===== config.mk =====
export PLATFORM = sky130hd
export DESIGN_NAME = qfp_pipeline
export DESIGN_NICKNAME = d
export VERILOG_FILES = /design/src/hw/qfp_pipeline.v /design/src/hw/qfp_phase_gen.v /design/src/hw/qfp_osc_sync.v
export VERILOG_INCLUDE_DIRS = /design/src /design/src/hw
export SDC_FILE = /design/constraint.sdc
export NUM_CORES = 1
export LEC_CHECK = 0
export BUFFER_PORTS_ARGS = -buffer_cell sky130_fd_sc_hd__clkbuf_2
export CAP_MARGIN = 20
export CORE_MARGIN = 2
export CORE_UTILIZATION = 30
export DETAILED_ROUTE_END_ITERATION = 16
export PLACE_DENSITY = 0.52
export REMOVE_ABC_BUFFERS = 1
export SYNTH_ARGS = -nofsm -noshare
export SYNTH_HDL_FRONTEND = slang
export SYNTH_SLANG_ARGS = --single-unit

===== constraint.sdc =====
create_clock -name clock -period 3.95 [get_ports clock]
set_input_delay 0.79 -clock clock [delete_from_list [all_inputs] [get_ports clock]]
set_output_delay 0.79 -clock clock [all_outputs]
set_load 0.01 [all_outputs]

===== src/hw/qfp_defs.vh =====
`ifndef QFP_DEFS_VH
`define QFP_DEFS_VH
`define QFP_PC_W 13
`define QFP_WORD_W 14
`define QFP_RESET_VEC 13'h0000
`define QFP_INT_VEC 13'h0004
`define QFP_NOP_WORD 14'h0000
`define QFP_PH_ONE 4'h1
`define QFP_PH_TWO 4'h2
`define QFP_PH_THREE 4'h4
`define QFP_PH_FOUR 4'h8
`endif


===== src/hw/qfp_pipeline.v =====
`timescale 1ns/1ns
`default_nettype none
`include "qfp_defs.vh"
module qfp_pipeline (
  // Clock and reset
  input wire clock,
  input wire arst_n,
  // Oscillator pin, divided into phases
  input wire oscillator_input_pin,
  // Program memory read port, combinational data
  input wire [13:0] prog_rdata,
  // Branch request from execute logic, sampled in phase four
  input wire branch_req,
  input wire [12:0] branch_target,
  // Interrupt entry request, sampled in phase four
  input wire irq_req,
  // Phase outputs
  output reg phase_one_ff,
  output reg phase_two_ff,
  output reg phase_three_ff,
  output reg phase_four_ff,
  // Program memory address
  output reg [12:0] prog_addr_ff,
  // Executing instruction
  output reg [13:0] instr_ff,
  output reg instr_valid_ff,
  // Execute stage strobes
  output reg data_rd_ff,
  output reg data_wr_ff,
  output reg exec_ff,
  output reg retire_ff
);
  wire osc_tick;
  wire [3:0] phase;
  reg [12:0] pc_ff;
  reg [13:0] fetch_ff;
  reg fetch_valid_ff;
  reg redirect_ff;
  reg [12:0] redirect_pc_ff;
  reg [12:0] nxt_pc;
  reg [13:0] nxt_fetch;
  reg nxt_fetch_valid;
  reg [13:0] nxt_instr;
  reg nxt_instr_valid;
  reg nxt_redirect;
  reg [12:0] nxt_redirect_pc;
  wire ph1;
  wire ph2;
  wire ph4;
  wire ph1_next;
  wire ph2_next;
  wire ph4_next;
  wire take_branch;

  // Oscillator synchroniser and edge detect
  qfp_osc_sync u_sync (
    .clock(clock),
    .arst_n(arst_n),
    .oscillator_input_pin(oscillator_input_pin),
    .tick_ff(osc_tick)
  );

  // Quadrature phase generator
  qfp_phase_gen u_phase (
    .clock(clock),
    .arst_n(arst_n),
    .osc_tick(osc_tick),
    .phase_ff(phase)
  );

  // Phase entry strobes: tick ending the previous phase
  assign ph1 = osc_tick & phase[3];
  assign ph2 = osc_tick & phase[0];
  assign ph4 = osc_tick & phase[2];
  // End of phase four closes the cycle
  assign ph1_next = ph1;
  assign ph2_next = ph2;
  assign ph4_next = ph4;
  // Branch decided by the executing valid instruction
  assign take_branch = instr_valid_ff & (branch_req | irq_req);

  // Pipeline next-state logic
  always @* begin
    nxt_pc = pc_ff;
    nxt_fetch = fetch_ff;
    nxt_fetch_valid = fetch_valid_ff;
    nxt_instr = instr_ff;
    nxt_instr_valid = instr_valid_ff;
    nxt_redirect = redirect_ff;
    nxt_redirect_pc = redirect_pc_ff;
    if (ph1_next) begin
      // Fetched word moves into execute
      nxt_instr = fetch_ff;
      nxt_instr_valid = fetch_valid_ff;
      if (redirect_ff) begin
        // Target address takes effect for this fetch
        nxt_pc = redirect_pc_ff;
        nxt_redirect = 1'b0;
      end else begin
        nxt_pc = pc_ff + 13'h0001;
      end
    end
    if (ph4_next) begin
      // Capture program word as phase four begins
      nxt_fetch = prog_rdata;
      nxt_fetch_valid = 1'b1;
      if (take_branch) begin
        // Prefetched word flushed, costs one extra cycle
        nxt_fetch = `QFP_NOP_WORD;
        nxt_fetch_valid = 1'b0;
        nxt_redirect = 1'b1;
        nxt_redirect_pc = irq_req ? `QFP_INT_VEC : branch_target;
      end
    end
  end

  // Pipeline registers
  always @(posedge clock or negedge arst_n) begin
    if (!arst_n) begin
      // Start at reset vector, pipeline empty
      pc_ff <= `QFP_RESET_VEC;
      fetch_ff <= `QFP_NOP_WORD;
      fetch_valid_ff <= 1'b0;
      instr_ff <= `QFP_NOP_WORD;
      instr_valid_ff <= 1'b0;
      redirect_ff <= 1'b1;
      redirect_pc_ff <= `QFP_RESET_VEC;
    end else begin
      pc_ff <= nxt_pc;
      fetch_ff <= nxt_fetch;
      fetch_valid_ff <= nxt_fetch_valid;
      instr_ff <= nxt_instr;
      instr_valid_ff <= nxt_instr_valid;
      redirect_ff <= nxt_redirect;
      redirect_pc_ff <= nxt_redirect_pc;
    end
  end

  // Registered phase, address and stage strobes
  always @(posedge clock or negedge arst_n) begin
    if (!arst_n) begin
      phase_one_ff <= 1'b0;
      phase_two_ff <= 1'b0;
      phase_three_ff <= 1'b0;
      phase_four_ff <= 1'b0;
      prog_addr_ff <= `QFP_RESET_VEC;
      data_rd_ff <= 1'b0;
      data_wr_ff <= 1'b0;
      exec_ff <= 1'b0;
      retire_ff <= 1'b0;
    end else begin
      // Phases shown after first oscillator tick
      if (osc_tick) begin
        phase_one_ff <= phase[3];
        phase_two_ff <= phase[0];
        phase_three_ff <= phase[1];
        phase_four_ff <= phase[2];
      end
      prog_addr_ff <= nxt_pc;
      // Execute occupies phases two to four
      if (osc_tick) begin
        exec_ff <= instr_valid_ff & ~phase[3];
      end
      if (ph1_next) begin
        exec_ff <= 1'b0;
      end
      data_rd_ff <= ph2_next & instr_valid_ff;
      data_wr_ff <= ph4_next & instr_valid_ff;
      // Pulse as a valid word enters execute
      retire_ff <= ph1_next & fetch_valid_ff;
    end
  end
endmodule
`default_nettype wire


===== src/hw/qfp_phase_gen.v =====
`timescale 1ns/1ns
`default_nettype none
`include "qfp_defs.vh"
module qfp_phase_gen (
  // Clock and reset
  input wire clock,
  input wire arst_n,
  // Synchronised oscillator edge enable
  input wire osc_tick,
  // One-hot phase, one bit per phase
  output reg [3:0] phase_ff
);
  reg [3:0] nxt_phase;

  // Rotate one-hot phase on each oscillator tick
  always @* begin
    nxt_phase = phase_ff;
    if (osc_tick) begin
      nxt_phase = {phase_ff[2:0], phase_ff[3]};
    end
  end

  // Phase four held in reset so first tick gives phase one
  always @(posedge clock or negedge arst_n) begin
    if (!arst_n) begin
      phase_ff <= `QFP_PH_FOUR;
    end else begin
      phase_ff <= nxt_phase;
    end
  end
endmodule
`default_nettype wire


===== src/hw/qfp_osc_sync.v =====
`timescale 1ns/1ns
`default_nettype none
module qfp_osc_sync (
  // Clock and reset
  input wire clock,
  input wire arst_n,
  // Raw oscillator pin
  input wire oscillator_input_pin,
  // One-cycle pulse per rising oscillator edge
  output reg tick_ff
);
  reg meta_ff;
  reg sync_ff;
  reg prev_ff;

  // Two-stage synchroniser, then rising edge detect
  always @(posedge clock or negedge arst_n) begin
    if (!arst_n) begin
      meta_ff <= 1'b0;
      sync_ff <= 1'b0;
      prev_ff <= 1'b0;
      tick_ff <= 1'b0;
    end else begin
      meta_ff <= oscillator_input_pin;
      sync_ff <= meta_ff;
      prev_ff <= sync_ff;
      tick_ff <= sync_ff & ~prev_ff;
    end
  end
endmodule
`default_nettype wire


* After elaboration in Yosys (flattened, before gate mapping)
Index checks and enable logic that the tools add are counted.
** Word-level totals
- Register bits :: 73
- Input port bits :: 32
** Operators by class
- Add/sub/neg operators :: 1
- Multiplexer cells :: 9
- Bitwise operators :: 12
- Reductions and logical operators :: 2
** Operators with widths (number)
- 13-bit 2-to-1 mux :: 2
- 14-bit 2-to-1 mux :: 1
- 13-bit by 1-bit adder with 13-bit output (second input constant) :: 1
- 1-bit bitwise AND :: 9
- 1-bit 2-to-1 mux :: 6
- 1-bit NOT :: 2
- 2-bit AND reduction :: 1
- 2-bit nonzero test :: 1
- 1-bit OR :: 1

* Logic depth before layout (Yosys ltp)
Gate-level depths: netlist of run 1.
- Depth after elaboration :: 4
- Depth in mapped cells :: 6
- Gate-level depth less buffers :: 4

* Cells and area by module
From an unflattened synthesis of run 1, not the netlist that was laid out.
** Second synthesis, totals
- Cell total of the unflattened synthesis :: 293
- Area total of the unflattened synthesis :: 3149.3 um2
** Modules (own cells, without submodules)
- qfp_pipeline :: instances 1, cells an instance 280, area an instance 2889.0 um2, sequential area each 1627.8 um2
- qfp_phase_gen :: instances 1, cells an instance 8, area an instance 146.4 um2, sequential area each 101.3 um2
- qfp_osc_sync :: instances 1, cells an instance 5, area an instance 113.9 um2, sequential area each 100.1 um2

* Least setup slack after synthesis of run 1
Ideal clock, no wire load.
- Path kind :: input to register
- From :: input branch_req
- To :: register redirect_pc_ff[3]
- Setup time :: 135 ps
- Arrival time :: 1460 ps
- Path slack :: 2355 ps
- Stages :: 3
- Buffers on the path :: 1
- Cells stage by stage :: o2111ai_2 -> clkbuf_1 -> o21ai_0
** On the way
- Word-level cells in the longest chain between the ends :: 3
** Ends and longest elaborated chain
- from (decl) :: line qfp_pipeline.v:13 : input wire branch_req,
- 1-bit OR :: line qfp_pipeline.v:80 : assign take_branch = instr_valid_ff & (branch_req | irq_req);
- 1-bit bitwise AND :: line qfp_pipeline.v:80
- 2-bit AND reduction (no line)
- to (signal assigned) :: line qfp_pipeline.v:127 : redirect_pc_ff <= `QFP_RESET_VEC;
- to (signal assigned) :: line qfp_pipeline.v:135 : redirect_pc_ff <= nxt_redirect_pc;
- to (decl) :: line qfp_pipeline.v:39 : reg [12:0] redirect_pc_ff;
Every way passes these cells.
A chain may end at the register's enable or synchronous reset.

* Worst setup path after layout of run 1
- From :: register u_sync.tick_ff
- To :: register fetch_ff[13]
** On the way
- Word-level cells in the longest chain between the ends :: 1
** Ends and longest elaborated chain
- from (decl) :: line qfp_osc_sync.v:10 : output reg tick_ff
- from (signal assigned) :: line qfp_osc_sync.v:27 : tick_ff <= sync_ff & ~prev_ff;
- 1-bit bitwise AND :: line qfp_pipeline.v:74 : assign ph4 = osc_tick & phase[2];
- to (signal assigned) :: line qfp_pipeline.v:122 : fetch_ff <= `QFP_NOP_WORD;
- to (signal assigned) :: line qfp_pipeline.v:130 : fetch_ff <= nxt_fetch;
- to (decl) :: line qfp_pipeline.v:36 : reg [13:0] fetch_ff;
Every way passes these cells.

==> metrics.md, run 1 <==
| Metric | Value |
|---|---|
| Fin nets | `383` |
| Layout Cells excl Fill | `between 400 and 500` |
| Setup crit start kind | `register` |
| Final hold vios | `0` |
| Drt via density | `around 4.7` |
| Final Critical Period | `around 2300 ps` |
| Ports | `68` |
| Unrepaired setup endpoints after global routing | `false` |
| Top FF cell, synth | `dfrtp_1` |
| Initial antenna violation count | `0` |
| CP Data Arrival Time | `roughly 2600 ps` |
| CTS tree | `yes` |
| CTS Buf Count | `9` |
| Type of the most critical hold path | `reg2reg` |
| First DRT Iteration DRCs | `about 70` |
| Switching share of total power | `0.215` |
| Max-cap viol count | `0` |
| Synthesized area | `between 2000 and 3000 um^2` |
| Number of I/O port buffers | `67` |
| CTS max path bufs | `2` |
| Clock power frac | `0.454` |
| Final Cycle Share | `0.580` |
| Die H | `~100 um` |
| Buf/Inv on CP | `0` |
| Mapped Cells | `about 290` |
| Antenna Nets Post-Route | `0` |
| Synth area leader | `dfrtp_1` |
| Critical Path Fanout Max | `18` |
| Final-report setup violation count | `0` |
| CTS sink cnt | `70` |
| CP Class | `reg2reg` |
| Hold-fix buffer count after cts | `0` |
| Grt ovf | `0` |
| Hold_sp | `u_sync.meta_ff` |
| CTS Root Cell | `clkbuf_8` |
| Synth Register Bits | `70` |
| Rel. slew slack | `0.337` |
| Crit path capture type | `register` |
| Detailed placement HPWL | `between 4000 and 5000 um` |
| Clk_lat worst skew | `between 300 and 400 ps` |
| Post-synth EDFFs | `0` |
| Seq pwr share | `0.515` |
| Vias in the first global route | `around 2,300` |
| Share of synthesized registers carrying an async set or reset | `1.00` |
| DR vias | `about 2,300` |
| Pleak | `0.00180 uW` |
| Largest net degree at the start of global routing | `about 70` |
| Crit path largest cell delay | `approximately 750 ps` |
| Worst r2r src | `u_sync.tick_ff` |
| Post-CTS Resized | `0` |
| Post-layout util | `0.377` |
| Die X | `a little over 100 um` |
| H-Tree Depth | `3` |
| Status | `completed` |
| # diodes | `0` |
| DR pass1 iterations | `4` |
| Reg clk slew, reported paths | `80 ps` |
| Critical Path RT | `4230 ps` |
| Area Overhead vs Synth | `23.0%` |
| Postcts setup bufs | `0` |
| Initial core utilization | `0.307` |
| Cell variety after synth | `42` |
| Die area | `about 11,000 um^2` |
| Total GRT Usage | `0.137` |
| DR WL/cell | `14.7 um` |
| YS warnings | `0` |
| Placer Congestion | `approximately 0.74` |
| Worst setup path start | `u_sync.tick_ff` |
| Total core area | `9730 um^2` |
| Synth top area share | `0.570` |
| Setup TNS | `0 ps` |
| Synth Area per Inst | `10.4 um^2` |
| Pwr dens | `387 nW/um^2` |
| Share of layout cells above drive strength 1 | `0.266` |
| Comb power frac | `0.031` |
| Clock Skew | `10.2 ps` |
| Placed insts | `~470` |
| Top post-synthesis cells by area | `dfrtp_1 57%, nand2_1 8.0%, a22o_1 4.4%` |
| Final Slew Violations | `0` |
| Switching pwr | `306 uW` |
| Post-route DRC | `0` |
| Slowest-stage cell, CP | `nor2_2` |
| P_int | `1120 uW` |
| Global-route wire length before repair | `around 12,000 um` |
| Achievable Freq | `0.437 GHz` |
| Cell Rows | `36` |
| CP top delay family | `simple AND/OR/NAND/NOR gates` |
| Drt total wl | `between 7000 and 8000 um` |
| Crit-path cells | `nand2_1, nor2_2, a22o_1` |
| Worst-Margin Slew | `around 1000 ps` |
| VDD IR max | `0.150 mV` |
| Post-synthesis sequential area ratio | `0.588` |
==> cells in the final DEF, fill, tap and decap left out, types with 3 or more instances in the layout <==
cell,n
a22o_1,15
nor4_1,3
nand3_1,4
nor2_1,8
inv_1,7
nand2_1,64
o22ai_1,5
nand2b_1,15
o21ai_0,24
clkbuf_8,10
and4_1,7
or4_1,3
clkbuf_2,66
nor3_1,3
o211ai_1,3
mux2i_1,3
a21oi_1,6
dfrtp_1,68
==> flip-flops by register name, summed over array words and instances (netlist names), 4 cells and up <==
| name | cells |
|---|---|
| u_phase.phase_ff | 4 |
| instr_ff | 14 |
| redirect_pc_ff | 13 |
| prog_addr_ff | 13 |
| fetch_ff | 14 |
==> cells by family (layout without fill, tap and decap cells) <==
family | count (synthesis) | after routing | share of synthesized area
adders and majority gates | 1 | 1 | 0.00419
AOI/OAI and AO/OA | 67 | 67 | 0.153
and+or+nand+nor | 119 | 119 | 0.202
buffers and inverters | 25 | 92 | 0.0356
DFF | 70 | 70 | 0.588
muxes | 5 | 5 | 0.0176
==> power by group through the flow <==
stage | registers (uW) | logic (uW) | clock network (uW)
after CTS | 732 | 46.8 | 661
after global routing | 733 | 51.3 | 694
after detailed placement | 746 | 46.5 | 0
final | 732 | 44.6 | 645
after floorplan | 745 | 11.6 | 0
after global placement | 746 | 46.3 | 0
==> per-layer routing <==
metal	up-vias	part of all wire	GRT usage
met4	0	0.016	0.0521
met5	-	0	0
li1	1135	-	-
met3	9	0.036	0.0289
met2	48	0.44	0.203
met1	1119	0.50	0.197
==> worst register-to-register path, stage by stage, from the launching register on <==
cell,delay (ps)
dfrtp_1,680
nand2_1,580
nor2_2,750
a22o_1,230
==> cell type report <==
class | instances | area [um^2]
Fill cell | 1005 | 6060
Sequential cell | 70 | 1750
Multi-Input combinational cell | 192 | 1120
Timing Repair Buffer | 70 | 378
Tap cell | 133 | 166
Clock buffer | 10 | 138
Clock inverter | 5 | 83.8
Inverter | 7 | 26.3
==> synthesized netlist by cell type (5+ instances only) <==
master / number
buf_2: 10
and4_1: 7
nand2_1: 64
nor2_1: 8
o22ai_1: 5
o21ai_0: 24
clkbuf_1: 7
inv_1: 7
dfrtp_1: 68
a21oi_1: 6
a22o_1: 15
nand2b_1: 15
==> stage by stage <==
stage | area (um^2) | setup WS (ps) | total power, uW | hold slack, ps
floorplan | 2910 | 2130 | 756 | 331
global placement | 3420 | 1680 | 792 | 333
detailed placement | 3420 | 1680 | 793 | 337
CTS | 3640 | 1680 | 1440 | 356
global route | 3670 | 1450 | 1480 | 376
finish | 3670 | 1660 | 1420 | 361
==> worst paths after layout <==
check | end | slack, ps | cells after the start
max in group asynchronous | prog_addr_ff[12] | 2730 | 2
min | u_sync.sync_ff | 360 | 0
max reg2reg | fetch_ff[13] | 1660 | 3
max | fetch_ff[13] | 1660 | 3
min in group asynchronous | instr_ff[11] | 640 | 2
min reg2reg | u_sync.sync_ff | 360 | 0
(Power assumes the default switching activity.)
==> run 2, diff against run 1 <==
Settings changed: PLACE_DENSITY 0.52 to 0.54.
Clock period 3.95 ns to 1.9 ns, I/O delays scaled along.
==> metrics.md, run 2 (same netlist as run 1, synthesis figures left out) <==
| Metric | Value |
|---|---|
| Status | `completed` |
| Finished Cell Area | `3680 um^2` |
| CTS tree | `yes` |
| Grt ovf | `0` |
| Largest net degree at the start of global routing | `around 70` |
| Postcts setup bufs | `0` |
| Post-layout util | `0.378` |
| Placer Congestion | `roughly 0.84` |
| Share of layout cells above drive strength 1 | `0.275` |
| R2R setup slack | `around 280 ps` |
| CTS Root Cell | `clkbuf_8` |
| Worst r2r src | `prog_addr_ff[1]` |
| CTS max path bufs | `2` |
| Setup crit start kind | `register` |
| Switching share of total power | `0.224` |
| Vias in the first global route | `around 2,300` |
| CTS Buf Count | `9` |
| H-Tree Depth | `3` |
| Final hold vios | `0` |
| Largest regs | `fetch_ff x14, instr_ff x14` |
| Fin nets | `slightly below 400` |
| VDD IR max | `0.297 mV` |
| DR WL/cell | `14.2 um` |
| Drt via density | `~4.8` |
| Ports | `68` |
| Clock Skew | `slightly above 8 ps` |
| Post-CTS Resized | `0` |
| Detailed placement HPWL | `slightly below 5000 um` |
| Pwr dens | `~770 nW/um^2` |
| Drt total wl | `roughly 7000 um` |
| Post-route DRC | `0` |
| Crit path capture type | `register` |
| Final-report setup violation count | `0` |
| Die H | `104 um` |
| Final Critical Period | `around 1600 ps` |
| Total GRT Usage | `0.139` |
| Worst-Margin Slew | `roughly 430 ps` |
| Reg clk slew, reported paths | `about 80 ps` |
| Setup TNS | `0 ps` |
| Comb power frac | `0.036` |
| Seq pwr share | `0.537` |
| Clock power frac | `0.428` |
| CP Data Arrival Time | `approximately 1800 ps` |
| Switching pwr | `633 uW` |
| Most frequent cells in the layout | `68 x dfrtp_1, 66 x clkbuf_2, 64 x nand2_1` |
| Achievable Freq | `0.616 GHz` |
| Critical Path RT | `2110 ps` |
| Die X | `roughly 100 um` |
| Placed instance area | `between 3000 and 4000 um^2` |
| Pleak | `about 0.0018 uW` |
| Commonest non-fill, non-tap cell in the layout | `dfrtp_1` |
| Clk_lat worst skew | `approximately 350 ps` |
| Final Cycle Share | `0.854` |
| # diodes | `0` |
| Final Slew Violations | `0` |
| First DRT Iteration DRCs | `86` |
| Global-route wire length before repair | `~12,000 um` |
| CTS sink cnt | `70` |
| Antenna Nets Post-Route | `0` |
| Unrepaired setup endpoints after global routing | `false` |
| DR vias | `approximately 2,300` |
| Area Overhead vs Synth | `23.3%` |
| Initial antenna violation count | `0` |
| CP Class | `reg2reg` |
| Die area | `roughly 11,000 um^2` |
| DR pass1 iterations | `4` |
| Cell Rows | `36` |
| Number of I/O port buffers | `67` |
| Reg2Reg Depth | `4` |
| P_int | `2200 uW` |
| Critical Path Fanout Max | `6` |
| Initial core utilization | `0.307` |
| RR Endpoint | `prog_addr_ff[10]` |
| Total core area | `between 9000 and 10,000 um^2` |
| Hold-fix buffer count after cts | `0` |
| Type of the most critical hold path | `in2async` |
| Max-cap viol count | `0` |
| Rel. slew slack | `0.715` |
[run 2: cell count changes in the layout (fill, tap and decap cells not counted), sizes merged]
cell,change
buf,+5
bufinv,-1
clkbuf,+1
clkinv,+1
[run 2: how the worst max path moves through the flow]
stage                         from          endpoint
5_1_grt        u_phase.phase_ff[3]   prog_addr_ff[4]
3_5_place_dp       prog_addr_ff[0]  prog_addr_ff[12]
6_report           prog_addr_ff[1]  prog_addr_ff[10]
3_3_place_gp           redirect_ff   prog_addr_ff[9]
4_1_cts        u_phase.phase_ff[3]   prog_addr_ff[4]
2_1_floorplan       u_sync.tick_ff  prog_addr_ff[10]
[run 2: area by class of cell]
cell class                 instances  area, um^2
fill                             991        6050
sequential                        70        1750
multi-input combinational        192        1120
timing repair buffer              75         408
tap                              133         166
clock buffer                      11         141
clock inverter                     5        58.8
inverter                           7        26.3
[run 2: worst max-delay path, stage by stage, from the launching register on]
cell      delay, ps
dfrtp_1         460
ha_1            260
nand3_1         230
o311ai_0        390
o211ai_1        140
[run 2: routing by layer]
layer  vias up  wire (um)  GRT usage
met2        55       3240      0.210
li1       1147          -          -
met4         0        145     0.0656
met3        12        288     0.0334
met5         -          0          0
met1      1132       3340      0.190
[run 2: power groups by stage]
stage | logic (uW) | clock network (uW) | registers, uW
final | 101 | 1210 | 1520
after global routing | 116 | 1330 | 1520
after CTS | 106 | 1250 | 1520
after detailed placement | 105 | 0 | 1550
after global placement | 104 | 0 | 1550
after floorplan | 24.2 | 0 | 1550
[run 2: stage by stage]
| step | instances | hold WS [ps] | worst slack (ps) | power [uW] |
|---|---|---|---|---|
| final | 493 | 38.5 | 277 | 2830 |
| after floorplan | 269 | 84.4 | 77.7 | 1570 |
| after global placement | 477 | 334 | 344 | 1650 |
| after global routing | 493 | 65.9 | 149 | 2970 |
| after detailed placement | 477 | 335 | 313 | 1650 |
| after CTS | 493 | 50.8 | 304 | 2880 |
